===== config.mk =====
export PLATFORM = sky130hd
export DESIGN_NAME = phymm_main_regs
export DESIGN_NICKNAME = d
export VERILOG_FILES = /design/src/rtl/phymm_pkg.sv /design/src/rtl/phymm_main_regs.sv
export SDC_FILE = /design/constraint.sdc
export NUM_CORES = 1
export LEC_CHECK = 0
export BUFFER_PORTS_ARGS = -buffer_cell sky130_fd_sc_hd__clkbuf_2
export CAP_MARGIN = 0
export CORE_UTILIZATION = 35
export CTS_CLUSTER_SIZE = 40
export DETAILED_ROUTE_END_ITERATION = 12
export GPL_TIMING_DRIVEN = 0
export HOLD_SLACK_MARGIN = 0.02
export PLACE_DENSITY = 0.65
export REMOVE_ABC_BUFFERS = 1
export SLEW_MARGIN = 20
export SYNTH_ARGS = -nofsm -noshare
export SYNTH_HDL_FRONTEND = slang
export SYNTH_SLANG_ARGS = --single-unit

===== constraint.sdc =====
create_clock -name core_clk -period 3.4 [get_ports core_clk]
set_input_delay 0 -clock core_clk [delete_from_list [all_inputs] [get_ports core_clk]]
set_output_delay 0 -clock core_clk [all_outputs]
set_load 0.03 [all_outputs]

===== src/rtl/phymm_pkg.sv =====
// Constants and carrier types of the PHY management main register bank
package phymm_pkg;

   // Register indices
   localparam logic [4:0] IDX_MODE_CTL = 5'h00;
   localparam logic [4:0] IDX_MODE_STS = 5'h01;
   localparam logic [4:0] IDX_RSVD_A = 5'h0B;
   localparam logic [4:0] IDX_RSVD_B = 5'h0C;
   localparam logic [4:0] IDX_EXT_LO = 5'h10;
   localparam logic [4:0] IDX_EXT_HI = 5'h1E;
   localparam logic [4:0] IDX_RSVD_C = 5'h1B;
   localparam logic [4:0] IDX_PAGE = 5'h1F;

   // Mode control bit positions
   localparam int CTL_SOFT_RESET = 15;
   localparam int CTL_LOOPBACK = 14;
   localparam int CTL_SPEED_LO = 13;
   localparam int CTL_AN_ENABLE = 12;
   localparam int CTL_POWER_DOWN = 11;
   localparam int CTL_AN_RESTART = 9;
   localparam int CTL_DUPLEX = 8;
   localparam int CTL_SPEED_HI = 6;

   // Mode status bit positions
   localparam int STS_AN_DONE = 5;
   localparam int STS_REM_FAULT = 4;
   localparam int STS_LINK = 2;
   localparam int STS_JABBER = 1;

   // Status bits that never change: abilities, extended status, extended capabilities
   localparam logic [15:0] STS_FIXED = 16'h7909;
   localparam logic [15:0] PAGE_RESET = 16'h0000;
   localparam logic [15:0] PAGE_EXT1 = 16'h0001;
   localparam logic [15:0] PAGE_EXT2 = 16'h0002;

   // Control fields after reset
   localparam logic RST_AN_ENABLE = 1'b1;
   localparam logic RST_SPEED_HI = 1'b1;

   // Speed codes as {high, low}
   localparam logic [1:0] SPEED_10 = 2'h0;
   localparam logic [1:0] SPEED_100 = 2'h1;
   localparam logic [1:0] SPEED_1000 = 2'h2;

   // Page codes of the forwarded access
   localparam logic [1:0] PG_MAIN = 2'h0;
   localparam logic [1:0] PG_EXT1 = 2'h1;
   localparam logic [1:0] PG_EXT2 = 2'h2;

   typedef enum logic [1:0] {
      ST_IDLE = 2'b01,
      ST_FWD = 2'b10
   } phymm_state_e;

   // One management access as offered by the MAC
   typedef struct packed {
      logic write;
      logic [4:0] index;
      logic [15:0] wdata;
   } phymm_req_s;

   // Mode settings handed to the PHY core
   typedef struct packed {
      logic softReset;
      logic anRestart;
      logic loopback;
      logic anEnable;
      logic powerDown;
      logic forcedValid;
      logic [1:0] forcedSpeed;
      logic forcedDuplex;
   } phymm_ctl_s;

   // Conditions reported by the PHY core
   typedef struct packed {
      logic linkUp;
      logic anDone;
      logic remoteFault;
      logic jabber;
      logic resetTaken;
      logic restartTaken;
   } phymm_cond_s;

endpackage : phymm_pkg


===== src/rtl/phymm_main_regs.sv =====
// Management register bank: page select, mode control and mode status
`timescale 1ns/1ps

////////////////////////////////////////////////////////////////////////////////
module phymm_main_regs (
   input wire logic core_clk,
   input wire logic rstn,
   input wire logic clkEn,
   // Management access from the MAC, same clock
   input wire logic mgmtReq,
   input wire phymm_pkg::phymm_req_s mgmtCmd,
   output logic mgmtAck,
   output logic [15:0] mgmtRdata,
   output logic mgmtBusy,
   // Accesses to registers held outside this bank
   output logic fwdReq,
   output phymm_pkg::phymm_req_s fwdCmd,
   output logic [1:0] fwdPage,
   input wire logic fwdAck,
   input wire logic [15:0] fwdRdata,
   // PHY core side
   output phymm_pkg::phymm_ctl_s modeCtl,
   input wire phymm_pkg::phymm_cond_s coreCond
);

   ////////////////////////////////////////////////////////////////////////////
   // Conditions from the PHY core cross in through two flops

   phymm_pkg::phymm_cond_s condMeta;
   phymm_pkg::phymm_cond_s condSync;

   always_ff @(posedge core_clk or negedge rstn) begin
      if (!rstn) begin
         condMeta <= '0;
         condSync <= '0;
      end else if (clkEn) begin
         condMeta <= coreCond;
         condSync <= condMeta;
      end
   end

   ////////////////////////////////////////////////////////////////////////////
   // Decoding helpers

   function automatic logic isExtRange(input logic [4:0] idx);
      isExtRange = (idx >= phymm_pkg::IDX_EXT_LO) && (idx <= phymm_pkg::IDX_EXT_HI);
   endfunction : isExtRange

   function automatic logic isLocal(input logic [4:0] idx, input logic [1:0] pg);
      logic hit;
      hit = (idx == phymm_pkg::IDX_MODE_CTL) || (idx == phymm_pkg::IDX_MODE_STS);
      hit = hit || (idx == phymm_pkg::IDX_PAGE);
      hit = hit || (idx == phymm_pkg::IDX_RSVD_A) || (idx == phymm_pkg::IDX_RSVD_B);
      // Index 27 is only reserved on the main page
      hit = hit || ((idx == phymm_pkg::IDX_RSVD_C) && (pg == phymm_pkg::PG_MAIN));
      isLocal = hit;
   endfunction : isLocal

   ////////////////////////////////////////////////////////////////////////////
   // Access sequencing

   phymm_pkg::phymm_state_e state;
   logic take;
   logic takeLocal;
   logic wrCtl;
   logic wrPage;
   logic rdSts;
   logic [15:0] pageReg;
   logic [1:0] pageSel;
   logic [1:0] reqPage;

   // Only the values 1 and 2 open an extended page; anything else stays on main
   assign pageSel = (pageReg == phymm_pkg::PAGE_EXT1) ? phymm_pkg::PG_EXT1 :
                    (pageReg == phymm_pkg::PAGE_EXT2) ? phymm_pkg::PG_EXT2 :
                    phymm_pkg::PG_MAIN;

   assign reqPage = isExtRange(mgmtCmd.index) ? pageSel : phymm_pkg::PG_MAIN;

   assign take = clkEn && mgmtReq && (state == phymm_pkg::ST_IDLE);
   assign takeLocal = take && isLocal(mgmtCmd.index, reqPage);
   assign wrCtl = takeLocal && mgmtCmd.write && (mgmtCmd.index == phymm_pkg::IDX_MODE_CTL);
   assign wrPage = takeLocal && mgmtCmd.write && (mgmtCmd.index == phymm_pkg::IDX_PAGE);
   assign rdSts = takeLocal && !mgmtCmd.write && (mgmtCmd.index == phymm_pkg::IDX_MODE_STS);

   always_ff @(posedge core_clk or negedge rstn) begin
      if (!rstn) begin
         state <= phymm_pkg::ST_IDLE;
      end else if (clkEn) begin
         unique case (state)
            phymm_pkg::ST_IDLE: begin
               if (take && !takeLocal) begin
                  state <= phymm_pkg::ST_FWD;
               end
            end
            phymm_pkg::ST_FWD: begin
               if (fwdAck) begin
                  state <= phymm_pkg::ST_IDLE;
               end
            end
            default: begin
               state <= phymm_pkg::ST_IDLE;
            end
         endcase
      end
   end

   // Busy mirrors the state so the MAC holds off while an outside register answers
   always_ff @(posedge core_clk or negedge rstn) begin
      if (!rstn) begin
         mgmtBusy <= 1'b0;
      end else if (clkEn) begin
         mgmtBusy <= (take && !takeLocal) || ((state == phymm_pkg::ST_FWD) && !fwdAck);
      end
   end

   // Forwarded access: one-cycle request, command held until the answer
   always_ff @(posedge core_clk or negedge rstn) begin
      if (!rstn) begin
         fwdReq <= 1'b0;
         fwdCmd <= '0;
         fwdPage <= phymm_pkg::PG_MAIN;
      end else if (clkEn) begin
         fwdReq <= take && !takeLocal;
         if (take && !takeLocal) begin
            fwdCmd <= mgmtCmd;
            fwdPage <= reqPage;
         end
      end
   end

   ////////////////////////////////////////////////////////////////////////////
   // Page selection register

   always_ff @(posedge core_clk or negedge rstn) begin
      if (!rstn) begin
         pageReg <= phymm_pkg::PAGE_RESET;
      end else if (clkEn && wrPage) begin
         pageReg <= mgmtCmd.wdata;
      end
   end

   ////////////////////////////////////////////////////////////////////////////
   // Mode control register

   logic resetBit;
   logic restartBit;
   logic loopBit;
   logic speedLoBit;
   logic anEnBit;
   logic pdBit;
   logic duplexBit;
   logic [15:0] ctlWord;
   logic [15:0] stsWord;
   logic linkLatch;

   // A taken soft reset puts the settings back to their reset values
   always_ff @(posedge core_clk or negedge rstn) begin
      if (!rstn) begin
         loopBit <= 1'b0;
         speedLoBit <= 1'b0;
         anEnBit <= phymm_pkg::RST_AN_ENABLE;
         pdBit <= 1'b0;
         duplexBit <= 1'b0;
      end else if (clkEn) begin
         if (wrCtl) begin
            loopBit <= mgmtCmd.wdata[phymm_pkg::CTL_LOOPBACK];
            speedLoBit <= mgmtCmd.wdata[phymm_pkg::CTL_SPEED_LO];
            anEnBit <= mgmtCmd.wdata[phymm_pkg::CTL_AN_ENABLE];
            pdBit <= mgmtCmd.wdata[phymm_pkg::CTL_POWER_DOWN];
            duplexBit <= mgmtCmd.wdata[phymm_pkg::CTL_DUPLEX];
         end else if (resetBit && condSync.resetTaken) begin
            loopBit <= 1'b0;
            speedLoBit <= 1'b0;
            anEnBit <= phymm_pkg::RST_AN_ENABLE;
            pdBit <= 1'b0;
            duplexBit <= 1'b0;
         end
      end
   end

   // Self-clearing bits: a new write of 1 wins over the core's acknowledgement
   always_ff @(posedge core_clk or negedge rstn) begin
      if (!rstn) begin
         resetBit <= 1'b0;
         restartBit <= 1'b0;
      end else if (clkEn) begin
         if (wrCtl && mgmtCmd.wdata[phymm_pkg::CTL_SOFT_RESET]) begin
            resetBit <= 1'b1;
         end else if (condSync.resetTaken) begin
            resetBit <= 1'b0;
         end
         if (wrCtl && mgmtCmd.wdata[phymm_pkg::CTL_AN_RESTART]) begin
            restartBit <= 1'b1;
         end else if (condSync.restartTaken || (resetBit && condSync.resetTaken)) begin
            restartBit <= 1'b0;
         end
      end
   end

   always_comb begin
      ctlWord = '0;
      ctlWord[phymm_pkg::CTL_SOFT_RESET] = resetBit;
      ctlWord[phymm_pkg::CTL_LOOPBACK] = loopBit;
      ctlWord[phymm_pkg::CTL_SPEED_LO] = speedLoBit;
      ctlWord[phymm_pkg::CTL_AN_ENABLE] = anEnBit;
      ctlWord[phymm_pkg::CTL_POWER_DOWN] = pdBit;
      ctlWord[phymm_pkg::CTL_AN_RESTART] = restartBit;
      ctlWord[phymm_pkg::CTL_DUPLEX] = duplexBit;
      ctlWord[phymm_pkg::CTL_SPEED_HI] = phymm_pkg::RST_SPEED_HI;
   end

   // Settings to the core; forced speed and duplex only count without negotiation
   always_ff @(posedge core_clk or negedge rstn) begin
      if (!rstn) begin
         modeCtl <= '0;
      end else if (clkEn) begin
         modeCtl.softReset <= resetBit;
         modeCtl.anRestart <= restartBit;
         modeCtl.loopback <= loopBit;
         modeCtl.anEnable <= anEnBit;
         modeCtl.powerDown <= pdBit;
         modeCtl.forcedValid <= !anEnBit;
         modeCtl.forcedSpeed <= {phymm_pkg::RST_SPEED_HI, speedLoBit};
         modeCtl.forcedDuplex <= duplexBit;
      end
   end

   ////////////////////////////////////////////////////////////////////////////
   // Mode status register

   // Link loss wins over the re-arm that a status read does in the same cycle
   always_ff @(posedge core_clk or negedge rstn) begin
      if (!rstn) begin
         linkLatch <= 1'b0;
      end else if (clkEn) begin
         if (!condSync.linkUp) begin
            linkLatch <= 1'b0;
         end else if (rdSts) begin
            linkLatch <= 1'b1;
         end
      end
   end

   always_comb begin
      stsWord = phymm_pkg::STS_FIXED;
      stsWord[phymm_pkg::STS_AN_DONE] = condSync.anDone;
      stsWord[phymm_pkg::STS_REM_FAULT] = condSync.remoteFault;
      stsWord[phymm_pkg::STS_LINK] = linkLatch;
      stsWord[phymm_pkg::STS_JABBER] = condSync.jabber;
   end

   ////////////////////////////////////////////////////////////////////////////
   // Answer to the MAC

   always_ff @(posedge core_clk or negedge rstn) begin
      if (!rstn) begin
         mgmtAck <= 1'b0;
         mgmtRdata <= '0;
      end else if (clkEn) begin
         mgmtAck <= takeLocal || ((state == phymm_pkg::ST_FWD) && fwdAck);
         if (takeLocal && !mgmtCmd.write) begin
            unique case (mgmtCmd.index)
               phymm_pkg::IDX_MODE_CTL: mgmtRdata <= ctlWord;
               phymm_pkg::IDX_MODE_STS: mgmtRdata <= stsWord;
               phymm_pkg::IDX_PAGE: mgmtRdata <= pageReg;
               // Reserved indices answer zero so the MAC never hangs
               default: mgmtRdata <= '0;
            endcase
         end else if ((state == phymm_pkg::ST_FWD) && fwdAck) begin
            mgmtRdata <= fwdCmd.write ? 16'h0000 : fwdRdata;
         end
      end
   end

endmodule : phymm_main_regs


==> impl_metrics.env <==
export IMPL_clock_sinks=90
export IMPL_ir_drop_mv=0.385
export IMPL_seqPwrFrac=0.412
export IMPL_path_clk_slew_ps=70
export IMPL_min_path_type="input port to flop"
export IMPL_core_um2=11000
export IMPL_synth_adder_area_share=0
export IMPL_grt_overflow_total=0
export IMPL_dpl_hpwl_um=6730
export IMPL_crit_end="fwdCmd[11]"
export IMPL_r2r_start="pageReg[9]"
export IMPL_cts_repair_resized=0
export IMPL_synth_common_cells="dfrtp_1, mux2_2, nand2_1, o21ai_0, inv_1"
export IMPL_die_y_um=109
export IMPL_synth_top_area_frac=0.549
export IMPL_antenna_cells=0
export IMPL_gp_congestion=0.779
export IMPL_rsz0062_at_grt="no"
export IMPL_leakagePower_nw=2.63
export IMPL_p_per_area_nw_per_um2=691
export IMPL_tns_ps=0
export IMPL_cp_start_kind="flop"
export IMPL_switching_share=0.360
export IMPL_ctsLongestPathBuffers=2
export IMPL_slew_limit_headroom=0.427
export IMPL_syn_area_um2=4010
export IMPL_synth_most_common_cell="dfrtp_1"
export IMPL_fp_row_count=38
export IMPL_area_delta_synth_final_pct=32.7
export IMPL_dr_pass1_iters=4
export IMPL_tritoncts="yes"
export IMPL_endpoint_kind="flop"
export IMPL_tightest_slew_ps=852
export IMPL_setup_viol=0
export IMPL_syn_inst=326
export IMPL_ys_seq_elements=90
export IMPL_antenna_found_initial=0
export IMPL_wl_met3_um=538
export IMPL_skew_ps=7.96
export IMPL_grt_start_max_net_pins=91
export IMPL_insertion_delay_ps=330
export IMPL_ant_nets=0
export IMPL_avgSynthCellArea_um2=12.3
export IMPL_htree_levels=3
export IMPL_max_freq_mhz=396
export IMPL_p_clk_frac=0.261
export IMPL_p_int_mw=2.35
export IMPL_ys_top_cells_by_area="dfrtp_1, mux2_2, mux2_4"
export IMPL_pin_count=101
export IMPL_r2r_slack_ps=880
export IMPL_multi_input_area_um2=1590
export IMPL_vias=3066
export IMPL_hold_viol=0
export IMPL_routed_top_layer="met4"
export IMPL_p_comb_frac=0.327
export IMPL_numPortBuffers=100
export IMPL_wl_met1_um=4330
export IMPL_status="completed"
export IMPL_slew_viol_final=0
export IMPL_vias_per_cell=5.08
export IMPL_nFillCells=1000
export IMPL_cp_required_ps=3620
export IMPL_min_period_ps=2520
export IMPL_yosysSeqAreaShare=0.563
export IMPL_wl_met2_um=5060
export IMPL_synth_compound_area_frac=0.133
export IMPL_wl_per_cell_um=16.6
export IMPL_synth_top_family_by_area="multiplexers"
export IMPL_synth_area_mux_share=0.178
export IMPL_synth_top_area_cell="dfrtp_1"
export IMPL_p_sw_mw=1.32
export IMPL_synth_simple_area_share=0.0790
export IMPL_grt_pass1_wl_um=16200
export IMPL_synth_top_flop_cell="dfrtp_1"
export IMPL_post_route_period_util=0.742
export IMPL_die_x_um=109
export IMPL_nNetsFinal=507
export IMPL_dpl_cell_area_um2=4620
export IMPL_r2r_cells=6
export IMPL_initial_utilization=0.365
export IMPL_tritoncts_num_buffers=9
export IMPL_grt_usage=0.182
export IMPL_fin_area_um2=5320
export IMPL_regArea_um2=2250
export IMPL_drive_above_1_share=0.428
export IMPL_drt_initial_drc_count=126
export IMPL_grt_pass1_vias=3032
export IMPL_fin_util=0.484
export IMPL_hold_ws_ps=31.2
export IMPL_synth_xor_area_share=0.00219
export IMPL_drc_errors=0
export IMPL_clock_tree_root_cell="clkbuf_16"
export IMPL_worstPathMaxFanout=22
export IMPL_yosysWarnings=0
export IMPL_startpoint="pageReg[9]"
export IMPL_synth_edf_count=0
export IMPL_r2r_end="fwdCmd[11]"
export IMPL_routed_wl_um=10000
export IMPL_die_area_um2=11900
export IMPL_async_reset_ff_frac=1.00
export IMPL_crit_type="flop to flop"
export IMPL_yosysUniqueCellTypes=42
export IMPL_critical_path_arrival_ps=2740
export IMPL_max_cap_violations=0
[flip-flops by register name (all words and copies together) (netlist names), 2 cells and up]
name       flops
fwdCmd        22
mgmtRdata     16
pageReg       16
modeCtl        9
condMeta       6
condSync       6
fwdPage        2
state          2
[logic make-up (layout without fill, tap and decap cells)]
logic type             count (synthesis)  count (layout)
multiplexers                          58              58
flip-flops                            90              90
AND/OR/NAND/NOR                       62              62
XOR/XNOR                               1               1
buffers and inverters                 41             178
AO/OA/AOI/OAI                         74              74
[power groups by stage]
stage	combinational, mW	clock (mW)	sequential, mW
after detailed placement	1.18	0	1.53
after floorplan	0.359	0	1.94
after global routing	1.28	1.04	1.55
after global placement	1.16	0	1.52
final	1.20	0.961	1.51
after CTS	1.22	0.990	1.51
[worst min-delay path by stage]
| stage | startpoint | to | cells past startpoint |
|---|---|---|---|
| after floorplan | rstn | condMeta[0] | 0 |
| after global placement | coreCond[0] | condMeta[0] | 2 |
| after detailed placement | rstn | fwdCmd[18] | 1 |
| after CTS | mgmtCmd[19] | fwdCmd[19] | 2 |
| after global routing | fwdRdata[4] | mgmtRdata[4] | 4 |
| final | fwdRdata[4] | mgmtRdata[4] | 4 |
[cells in the final DEF, fill, tap and decap left out, drive strengths merged, types with 5 or more instances in the layout]
cell         instances
clkbuf             111
dfrtp               88
mux2                58
dlygate4sd3         40
nand2               31
o21ai               31
inv                 21
o221a               12
a22o                 7
a31oi                6
nor2                 6
o211a                5
a21oi                5
nor3                 5
[per-layer routing]
metal | global-route usage | up-vias
li1 | - | 1432
met1 | 0.235 | 1543
met2 | 0.312 | 86
met3 | 0.0329 | 5
met4 | 0.0521 | 0
met5 | 0 | -
[repair_timing]
| item | in CTS | in global routing |
|---|---|---|
| endpoints found under the hold margin | 151 | 0 |
| buffers inserted | 0 | 0 |
| hold buffers | 40 | 0 |
[worst max-delay path: stages, from the launching register on]
cell and delay (ps):
dfrtp_1 400, nor4_1 360, nand4_1 250, o21a_1 260
or3_2 570, buf_12 230, mux2_4 310
[final cells by class]
type,count,area share
Tap cell,140,0.0329
Sequential cell,90,0.424
Multi-Input combinational cell,195,0.299
Clock inverter,5,0.00729
Inverter,21,0.0148
Clock buffer,11,0.0475
Timing Repair Buffer,141,0.175
[metrics by stage]
stage	setup slack, ps	std cells	total power, mW
global placement	-149	546	2.68
global route	787	603	3.87
CTS	723	603	3.72
detailed placement	525	547	2.71
finish	878	603	3.68
floorplan	1050	306	2.30
No activity file was read; power rests on OpenSTA's default activity.
